==> src/bfcu_consts.vh <==
// Constants for the branch and flow control unit.
// Assumes it is included by bare name from the design files.
// Notes on behaviour
// - Before resolving a bit-testing branch, every pipeline is checked for a pending writer of that bit.
// - With no pending writer, the branch resolves at once from the bit and its own action.
// - Every branch target is word aligned, its two low bits forced to zero.
// - Six target modes: relative, conditional relative, absolute, conditional absolute, via return address, via count.
// - Branches, condition logic ops and the field move all execute in this unit.
// - When the tested bit resolves, the predicted direction is marked correct or mispredicted.
// - A misprediction flushes younger speculative work and restores state to just after the branch.
// - A condition logic op or field move with the link update option set is an invalid form.
// - A trap tests its selected conditions and calls the handler if any holds, else falls through.
// - A one-field condition move goes to a simple integer unit with its field renamed.
// - A zero- or multi-field condition move goes to the multi-cycle unit and sets the scoreboard bit.
// - While the scoreboard bit is set, multi-field moves, count/link writes, condition branches and logic ops are held.
// - The scoreboard bit clears when the instruction that set it has executed.
// - Two one-field condition moves may execute together without scoreboard stalls.
`ifndef BFCU_CONSTS_VH
`define BFCU_CONSTS_VH
// ==========================================================================
// Operation codes
`define BFCU_OP_NONE   4'h0
`define BFCU_OP_B_REL  4'h1
`define BFCU_OP_BC_REL 4'h2
`define BFCU_OP_B_ABS  4'h3
`define BFCU_OP_BC_ABS 4'h4
`define BFCU_OP_BC_RET 4'h5
`define BFCU_OP_BC_CNT 4'h6
`define BFCU_OP_CRLOG  4'h7
`define BFCU_OP_CRMOVE 4'h8
`define BFCU_OP_TRAP   4'h9
`define BFCU_OP_MTCRF  4'ha
`define BFCU_OP_MTCNT  4'hb
`define BFCU_OP_MTRET  4'hc
// ==========================================================================
// Condition logic functions
`define BFCU_LOG_AND  3'h0
`define BFCU_LOG_OR   3'h1
`define BFCU_LOG_XOR  3'h2
`define BFCU_LOG_NAND 3'h3
`define BFCU_LOG_NOR  3'h4
`define BFCU_LOG_EQV  3'h5
`define BFCU_LOG_ANDC 3'h6
`define BFCU_LOG_ORC  3'h7
// ==========================================================================
// Issue routes for condition moves
`define BFCU_ROUTE_NONE  2'h0
`define BFCU_ROUTE_SIU0  2'h1
`define BFCU_ROUTE_SIU1  2'h2
`define BFCU_ROUTE_MULTI 2'h3
// ==========================================================================
// Reset values and pipeline count
`define BFCU_COND_RESET 32'h0000_0000
`define BFCU_PIPES      4
`endif

==> src/bfcu_field_store.v <==
// Condition bit store with a registered read port.
// Assumes one clock and an active-low asynchronous reset.
`timescale 1ns/1ps
`default_nettype none
`include "bfcu_consts.vh"
module bfcu_field_store (
   // Clock and reset
   input  wire        sys_clk,
   input  wire        rst_b,
   // Write side
   input  wire [31:0] wr_mask,
   input  wire [31:0] wr_data,
   // Read side
   output reg  [31:0] rd_bits
);
   // ======================================================================
   // Storage
   reg [31:0] condition_bits_reg;
   always @(posedge sys_clk or negedge rst_b) begin
      if (!rst_b) begin
         condition_bits_reg <= `BFCU_COND_RESET;
         rd_bits            <= `BFCU_COND_RESET;
      end else begin
         condition_bits_reg <= (condition_bits_reg & ~wr_mask) |
                               (wr_data & wr_mask);
         rd_bits            <= (condition_bits_reg & ~wr_mask) |
                               (wr_data & wr_mask);
      end
   end
endmodule // bfcu_field_store
`default_nettype wire

==> src/bfcu_branch_flow.v <==
// Branch and flow control unit: resolution, targets, traps, moves.
// Assumes dispatch holds an op while issue_ready is low, and that the
// pipelines report pending condition-bit writers as a bit mask each.
`timescale 1ns/1ps
`default_nettype none
`include "bfcu_consts.vh"
module bfcu_branch_flow #(
   parameter NPIPE = `BFCU_PIPES
) (
   // Clock and reset
   input  wire             sys_clk,
   input  wire             rst_b,
   // Dispatched operation
   input  wire             op_valid,
   input  wire [3:0]       op_code,
   input  wire [31:0]      op_pc,
   input  wire [31:0]      op_disp,
   input  wire [4:0]       op_bit_a,
   input  wire [4:0]       op_bit_b,
   input  wire [4:0]       op_bit_d,
   input  wire [2:0]       op_func,
   input  wire             op_link,
   input  wire             op_pred_taken,
   input  wire [7:0]       op_field_mask,
   input  wire [31:0]      op_data,
   input  wire [4:0]       op_trap_sel,
   input  wire [4:0]       op_trap_cond,
   output wire             issue_ready,
   // Pending writers, one mask of condition bits per pipeline
   input  wire [32*NPIPE-1:0] pipe_pending,
   // Executed notice from the multi-cycle unit
   input  wire             multicycle_done,
   // Operand registers
   input  wire [31:0]      count_reg,
   input  wire [31:0]      return_address_reg,
   // Results
   output reg              resolve_valid,
   output reg              mispredict,
   output reg              flush,
   output reg  [31:0]      fetch_target,
   output reg              redirect,
   output reg              trap_req,
   output reg              invalid_form,
   output reg  [1:0]       move_route,
   output reg  [31:0]      move_data,
   output reg  [7:0]       move_field_mask,
   output reg              scoreboard,
   output wire [31:0]      condition_bits
);
   // ======================================================================
   // Helpers
   function [31:0] bfcu_align;
      input [31:0] a;
      bfcu_align = {a[31:2], 2'b00};
   endfunction
   function [3:0] bfcu_popcnt;
      input [7:0] m;
      integer i;
      begin
         bfcu_popcnt = 4'h0;
         for (i = 0; i < 8; i = i + 1)
            bfcu_popcnt = bfcu_popcnt + {3'h0, m[i]};
      end
   endfunction
   function [31:0] bfcu_field_bits;
      input [7:0] m;
      integer i;
      begin
         bfcu_field_bits = 32'h0;
         for (i = 0; i < 8; i = i + 1)
            bfcu_field_bits[4*i +: 4] = {4{m[i]}};
      end
   endfunction
   // ======================================================================
   // Pending writer scan
   reg  [31:0] pending_any;
   integer p;
   always @* begin
      pending_any = 32'h0;
      for (p = 0; p < NPIPE; p = p + 1)
         pending_any = pending_any | pipe_pending[32*p +: 32];
   end
   // ======================================================================
   // Decode
   wire is_cond  = (op_code == `BFCU_OP_BC_REL) ||
                   (op_code == `BFCU_OP_BC_ABS) ||
                   (op_code == `BFCU_OP_BC_RET) ||
                   (op_code == `BFCU_OP_BC_CNT);
   wire is_logic = (op_code == `BFCU_OP_CRLOG) ||
                   (op_code == `BFCU_OP_CRMOVE);
   wire is_mtcrf = (op_code == `BFCU_OP_MTCRF);
   wire one_fld  = (bfcu_popcnt(op_field_mask) == 4'h1);
   wire multi    = is_mtcrf && !one_fld;
   wire cl_write = (op_code == `BFCU_OP_MTCNT) ||
                   (op_code == `BFCU_OP_MTRET);
   // Hazard on any bit read by a branch or logic op.
   // A field move reads four bits, so a writer of any of them holds it.
   wire [7:0] src_fld  = 8'h01 << op_bit_a[2:0];
   wire       fld_busy = |(pending_any & bfcu_field_bits(src_fld));
   wire hazard = (is_cond && pending_any[op_bit_a]) ||
                 (op_code == `BFCU_OP_CRLOG && (pending_any[op_bit_a] ||
                  pending_any[op_bit_b])) ||
                 (op_code == `BFCU_OP_CRMOVE && fld_busy);
   // Scoreboard hold covers only ops that would race the multi-cycle write.
   wire sb_hold = scoreboard && (multi || cl_write || is_cond ||
                  is_logic);
   // Ready is combinational so a held op goes on the first edge it clears.
   assign issue_ready = !(hazard || sb_hold);
   // An op offered while a flush stands is wrong-path work: taken, no effect.
   wire fire = op_valid && issue_ready && !flush;
   // ======================================================================
   // Condition store
   reg  [31:0] wr_mask;
   reg  [31:0] wr_data;
   wire [31:0] cond_q;
   bfcu_field_store u_store (
      .sys_clk (sys_clk),
      .rst_b   (rst_b),
      .wr_mask (wr_mask),
      .wr_data (wr_data),
      .rd_bits (cond_q)
   );
   assign condition_bits = cond_q;
   wire bit_a = cond_q[op_bit_a];
   wire bit_b = cond_q[op_bit_b];
   reg  log_r;
   always @* begin
      case (op_func)
         `BFCU_LOG_AND:  log_r = bit_a & bit_b;
         `BFCU_LOG_OR:   log_r = bit_a | bit_b;
         `BFCU_LOG_XOR:  log_r = bit_a ^ bit_b;
         `BFCU_LOG_NAND: log_r = ~(bit_a & bit_b);
         `BFCU_LOG_NOR:  log_r = ~(bit_a | bit_b);
         `BFCU_LOG_EQV:  log_r = ~(bit_a ^ bit_b);
         `BFCU_LOG_ANDC: log_r = bit_a & ~bit_b;
         `BFCU_LOG_ORC:  log_r = bit_a | ~bit_b;
         default:        log_r = 1'b0;
      endcase
   end
   // Logic ops and field moves run here; invalid forms write nothing.
   always @* begin
      wr_mask = 32'h0;
      wr_data = 32'h0;
      if (fire && !op_link && op_code == `BFCU_OP_CRLOG) begin
         wr_mask[op_bit_d] = 1'b1;
         wr_data[op_bit_d] = log_r;
      end else if (fire && !op_link && op_code == `BFCU_OP_CRMOVE) begin
         wr_mask = {28'h0, 4'hf} << {op_bit_d[2:0], 2'b00};
         wr_data = {28'h0, cond_q[{op_bit_a[2:0], 2'b00} +: 4]} <<
                   {op_bit_d[2:0], 2'b00};
      end
   end
   // ======================================================================
   // Targets and resolution
   wire [31:0] seq_pc = op_pc + 32'h4;
   reg  [31:0] tgt;
   reg         taken;
   always @* begin
      tgt   = seq_pc;
      taken = 1'b0;
      case (op_code)
         `BFCU_OP_B_REL:  begin tgt = op_pc + op_disp; taken = 1'b1; end
         `BFCU_OP_BC_REL: begin tgt = op_pc + op_disp; taken = bit_a; end
         `BFCU_OP_B_ABS:  begin tgt = op_disp; taken = 1'b1; end
         `BFCU_OP_BC_ABS: begin tgt = op_disp; taken = bit_a; end
         `BFCU_OP_BC_RET: begin tgt = return_address_reg; taken = bit_a; end
         `BFCU_OP_BC_CNT: begin tgt = count_reg; taken = bit_a; end
         default:         begin tgt = seq_pc; taken = 1'b0; end
      endcase
   end
   wire is_branch = is_cond || op_code == `BFCU_OP_B_REL ||
                    op_code == `BFCU_OP_B_ABS;
   // A branch guessed wrong either way is a miss, unconditional ones too.
   wire miss = taken != op_pred_taken;
   wire trap_hit = |(op_trap_sel & op_trap_cond);
   // ======================================================================
   // Result registers
   always @(posedge sys_clk or negedge rst_b) begin
      if (!rst_b) begin
         resolve_valid   <= 1'b0;
         mispredict      <= 1'b0;
         flush           <= 1'b0;
         redirect        <= 1'b0;
         fetch_target    <= 32'h0;
         trap_req        <= 1'b0;
         invalid_form    <= 1'b0;
         move_route      <= `BFCU_ROUTE_NONE;
         move_data       <= 32'h0;
         move_field_mask <= 8'h0;
      end else begin
         resolve_valid <= fire && is_branch;
         mispredict    <= fire && is_branch && miss;
         flush         <= fire && is_branch && miss;
         redirect      <= fire && is_branch && miss;
         if (fire && is_branch)
            fetch_target <= bfcu_align(taken ? tgt : seq_pc);
         trap_req      <= fire && op_code == `BFCU_OP_TRAP && trap_hit;
         invalid_form  <= fire && is_logic && op_link;
         move_data     <= op_data;
         move_field_mask <= op_field_mask;
         if (fire && is_mtcrf && one_fld)
            // Alternating units lets two one-field moves run together.
            move_route <= op_pc[2] ? `BFCU_ROUTE_SIU1 :
                          `BFCU_ROUTE_SIU0;
         else if (fire && (multi || cl_write))
            move_route <= `BFCU_ROUTE_MULTI;
         else
            move_route <= `BFCU_ROUTE_NONE;
      end
   end
   // ======================================================================
   // Scoreboard: set wins over clear in the same cycle.
   always @(posedge sys_clk or negedge rst_b) begin
      if (!rst_b)
         scoreboard <= 1'b0;
      else if (fire && (multi || cl_write))
         scoreboard <= 1'b1;
      else if (multicycle_done)
         scoreboard <= 1'b0;
   end
endmodule // bfcu_branch_flow
`default_nettype wire

==> config.mk <==
export PLATFORM = sky130hd
export DESIGN_NAME = bfcu_branch_flow
export DESIGN_NICKNAME = d
export VERILOG_FILES = /design/src/bfcu_field_store.v /design/src/bfcu_branch_flow.v
export VERILOG_INCLUDE_DIRS = /design/src
export SDC_FILE = /design/constraint.sdc
export NUM_CORES = 1
export LEC_CHECK = 0
export BUFFER_PORTS_ARGS = -buffer_cell sky130_fd_sc_hd__buf_2
export CAP_MARGIN = 20
export CORE_AREA = 2 2 173 175
export DETAILED_ROUTE_END_ITERATION = 12
export DIE_AREA = 0 0 175 177
export PLACE_DENSITY = 0.68
export SYNTH_ARGS = -nofsm -noshare
export SYNTH_HDL_FRONTEND = slang
export SYNTH_SLANG_ARGS = --single-unit
==> constraint.sdc <==
create_clock -name sys_clk -period 8.3 [get_ports sys_clk]
set_clock_uncertainty 0.2 [all_clocks]
set_input_delay 0.83 -clock sys_clk [delete_from_list [all_inputs] [get_ports sys_clk]]
set_output_delay 0.83 -clock sys_clk [all_outputs]
set_load 0.01 [all_outputs]
==> impl_metrics.ini <==
[synth]
ys_ff_latch = 109
synth.cell_area_um2 = 9130
synthDistinctLibCells = 76
synth_ff_type = sky130_fd_sc_hd__dfrtp_1
synth_warn = 0
syn-instance-count = 998
average_size_of_a_mapped_cell_um2 = 9.15
postSynth.asyncResetShare_pct = 100
ys_seq_area_share_pct = 29.9
number_of_flops_mapped_to_enable_cells_by_yosys = 0

[drt]
drt_pass_1_iters = 6
detailroute.via_count = 10300
detail_route.wirelength_um = 37400
viasPerCell = 5.75
antenna_left = 0
detail_route.wl_per_cell_um = 20.8
post-route-drc-count = 0
detailedRoute.firstIterationViolations = 914

[cts]
clk_latency_ps = 360
cts.repair.resized = 0
cts_h_tree_depth = 3
cts_hold_buffers = 0
postCtsSetupRepairBufs = 0
clkTransAtPathRegs_ps = 90
tritoncts.num_buffers = 9
cts_root_buf = sky130_fd_sc_hd__clkbuf_16
clockBufferDepth = 2
clock_tree_from_tritoncts = done
clock_sinks = 109

[place]
globalplace.congestion = 0.945
placed_cells_incl_taps = 1782
port_buffers = 441
detailed_place.area_um2 = 11600
dpl.hpwl_um = 29700

[finish]
layout_common_cells = sky130_fd_sc_hd__buf_2, sky130_fd_sc_hd__dfrtp_1, sky130_fd_sc_hd__nand2_1
layout.cells.non_filler = 1799
post_route_cells_drive_above_1_share_pct = 38.2
area_delta_synth_final_pct = 31.2
layout.filler_cells = 2972
final_net_count = 1779
stdcell_area_um2 = 12000
most_common_cell_after_layout_fill_and_taps_aside = sky130_fd_sc_hd__buf_2

[global_routing]
grt_first_pass_wirelength_um = 56500
met2_usage_pct = 40.3
global_route.overflow_total = 0
gr-usage-met3_pct = 5.58
grt_most_used_layer = met2
via_count_of_the_first_global_routing_pass = 9839
grt_antenna_before_repair = 5
grt_util_met1_pct = 28.9
gr-usage-all-layers_pct = 23.4
maximum_number_of_pins_on_one_net_before_global_route_repair = 62

[setup_path]
reg2reg_setup_slack_ps = 4240
worst_path_max_delay_cell = sky130_fd_sc_hd__fa_1
worst_ep_required_time_ps = 7270
crit_path_start_kind = input port
worst_setup_path_end_kind = output port
category_of_the_critical_setup_timing_path = input port to output port
cp_max_fo = 46
timing.reg2reg.worst_path_depth = 10
worst_path_most_repeated_cell = sky130_fd_sc_hd__fa_1
slowest_delay_ps = 550
critical_path_arrival_ps = 5050
critical_path.cell_chain = buf_2 > inv_1 > fa_1 > fa_1 > fa_1 > inv_1 > ha_1 > inv_1 > fa_1 > nor3b_1 > a21oi_1 > o21bai_1 > a31oi_1 > o21ai_0 > nand4bb_1 > buf_4 > inv_2 > buf_2

[power_and_ir_drop]
powerDensity_nw_per_um2 = 138
vdd_drop_max_uv = 75.7
cellLeakagePower_nw = 5.51

[die]
floorplan.io_pins = 448
core_um2 = 29200
die_y_um = 177
std_cell_rows = 63
start_util_pct = 31.2
dieWidth_um = 175
floorplan.die_area_um2 = 31000

[timing]
layout_worst_path_cycle_share_pct = 73.3
totalNegativeSetupSlack_ps = 0
hold_ws_ps = 262
timing_hold_violations_final = 0
relSlewSlack_pct = 29.1
period_minus_slack_ps = 6080
timing.final.max_slew_violations = 0
timing_worst_slew_pin_value_ps = 1050
fmax_mhz = 164
finalSetupViolCount = 0
grt_setup_unrepaired = false

[hold_path]
hold_path_class = input port to async pin

[status]
run_status = finished, final reports clean

[run]
max-cap-violations = 0
metal layers:
layer  up-vias  share of wire (%)
met2       674                 49
met5         -               0.13
li1       4651                  -
met1      4921                 38
met4         8                2.9
met3        84                 10
per-stage QoR:
step / power (W) / setup slack (ps) / utilization (%)
finish: 0.00165 / 2220 / 40.9
global route: 0.00175 / 1990 / 40.9
CTS: 0.00167 / 2230 / 40.9
detailed placement: 0.00118 / 2250 / 39.8
global placement: 0.00117 / 2300 / 39.8
floorplan: 0.000926 / 3140 / -
worst max-delay path, delay by kind of cell:
family | cells | cell delay [ps]
adder cells (fa/ha/maj) | 5 | 1950
AO/OA/AOI/OAI | 4 | 940
AND/OR/NAND/NOR | 2 | 360
buffers and inverters | 7 | 960
synthesized netlist by cell type (9+ instances only):
| library cell | count | area (µm²) |
|---|---|---|
| sky130_fd_sc_hd__dfrtp_1 | 109 | 2730 |
| sky130_fd_sc_hd__nand2_1 | 96 | 360 |
| sky130_fd_sc_hd__o21ai_0 | 86 | 430 |
| sky130_fd_sc_hd__a21oi_1 | 73 | 365 |
| sky130_fd_sc_hd__nor2_1 | 72 | 270 |
| sky130_fd_sc_hd__mux4_2 | 39 | 878 |
| sky130_fd_sc_hd__ha_1 | 38 | 475 |
| sky130_fd_sc_hd__clkbuf_1 | 33 | 124 |
| sky130_fd_sc_hd__nor4_1 | 33 | 206 |
| sky130_fd_sc_hd__xnor2_1 | 33 | 289 |
| sky130_fd_sc_hd__o211ai_1 | 32 | 240 |
| sky130_fd_sc_hd__a222oi_1 | 29 | 290 |
| sky130_fd_sc_hd__inv_1 | 29 | 109 |
| sky130_fd_sc_hd__nand3_1 | 23 | 115 |
| sky130_fd_sc_hd__mux2i_1 | 22 | 220 |
| sky130_fd_sc_hd__nand4_1 | 22 | 138 |
| sky130_fd_sc_hd__xor2_1 | 21 | 184 |
| sky130_fd_sc_hd__buf_2 | 15 | 75.1 |
| sky130_fd_sc_hd__nor3_1 | 15 | 75.1 |
| sky130_fd_sc_hd__a21o_1 | 11 | 82.6 |
| sky130_fd_sc_hd__nand2b_1 | 11 | 68.8 |
| sky130_fd_sc_hd__o221ai_1 | 10 | 87.6 |
| sky130_fd_sc_hd__and3_1 | 9 | 56.3 |
| sky130_fd_sc_hd__mux2_2 | 9 | 101 |
area by class of cell:
class | count | area, µm² | share of cell area (%)
clock inverter | 7 | 103 | 0.857
tap | 390 | 488 | 4.08
inverter | 30 | 113 | 0.940
timing repair buffer | 455 | 2310 | 19.3
sequential | 109 | 2730 | 22.8
antenna | 1 | 2.50 | 0.0209
clock buffer | 9 | 225 | 1.88
multi-input combinational | 798 | 6000 | 50.1
cell families (layout without fill, tap and decap cells):
kind of cell	Yosys count	after routing	share of synthesized area, %
AO/OA/AOI/OAI	306	306	22.4
XOR/XNOR	54	54	5.18
adder cells (fa/ha/maj)	42	42	6.09
buffers and inverters	92	501	4.63
flip-flops	109	109	29.9
multiplexers	74	74	14.3
other	1	3	0.0411
AND/OR/NAND/NOR	320	320	17.5
how the worst max path moves through the flow:
stage,start,end,cells past startpoint
floorplan,op_field_mask[0],issue_ready,17
global placement,op_field_mask[0],issue_ready,18
detailed placement,op_field_mask[0],issue_ready,18
CTS,op_field_mask[0],issue_ready,18
global route,op_field_mask[0],issue_ready,18
finish,op_field_mask[0],issue_ready,18
power by group:
part	leakage [nW]	total, W	switching, W	internal (W)
sequential	1.38	0.000627	0.0000378	0.000589
combinational	3.97	0.000541	0.000312	0.000230
clock	0.160	0.000484	0.000238	0.000246
Power figures use the tool's default switching activity.
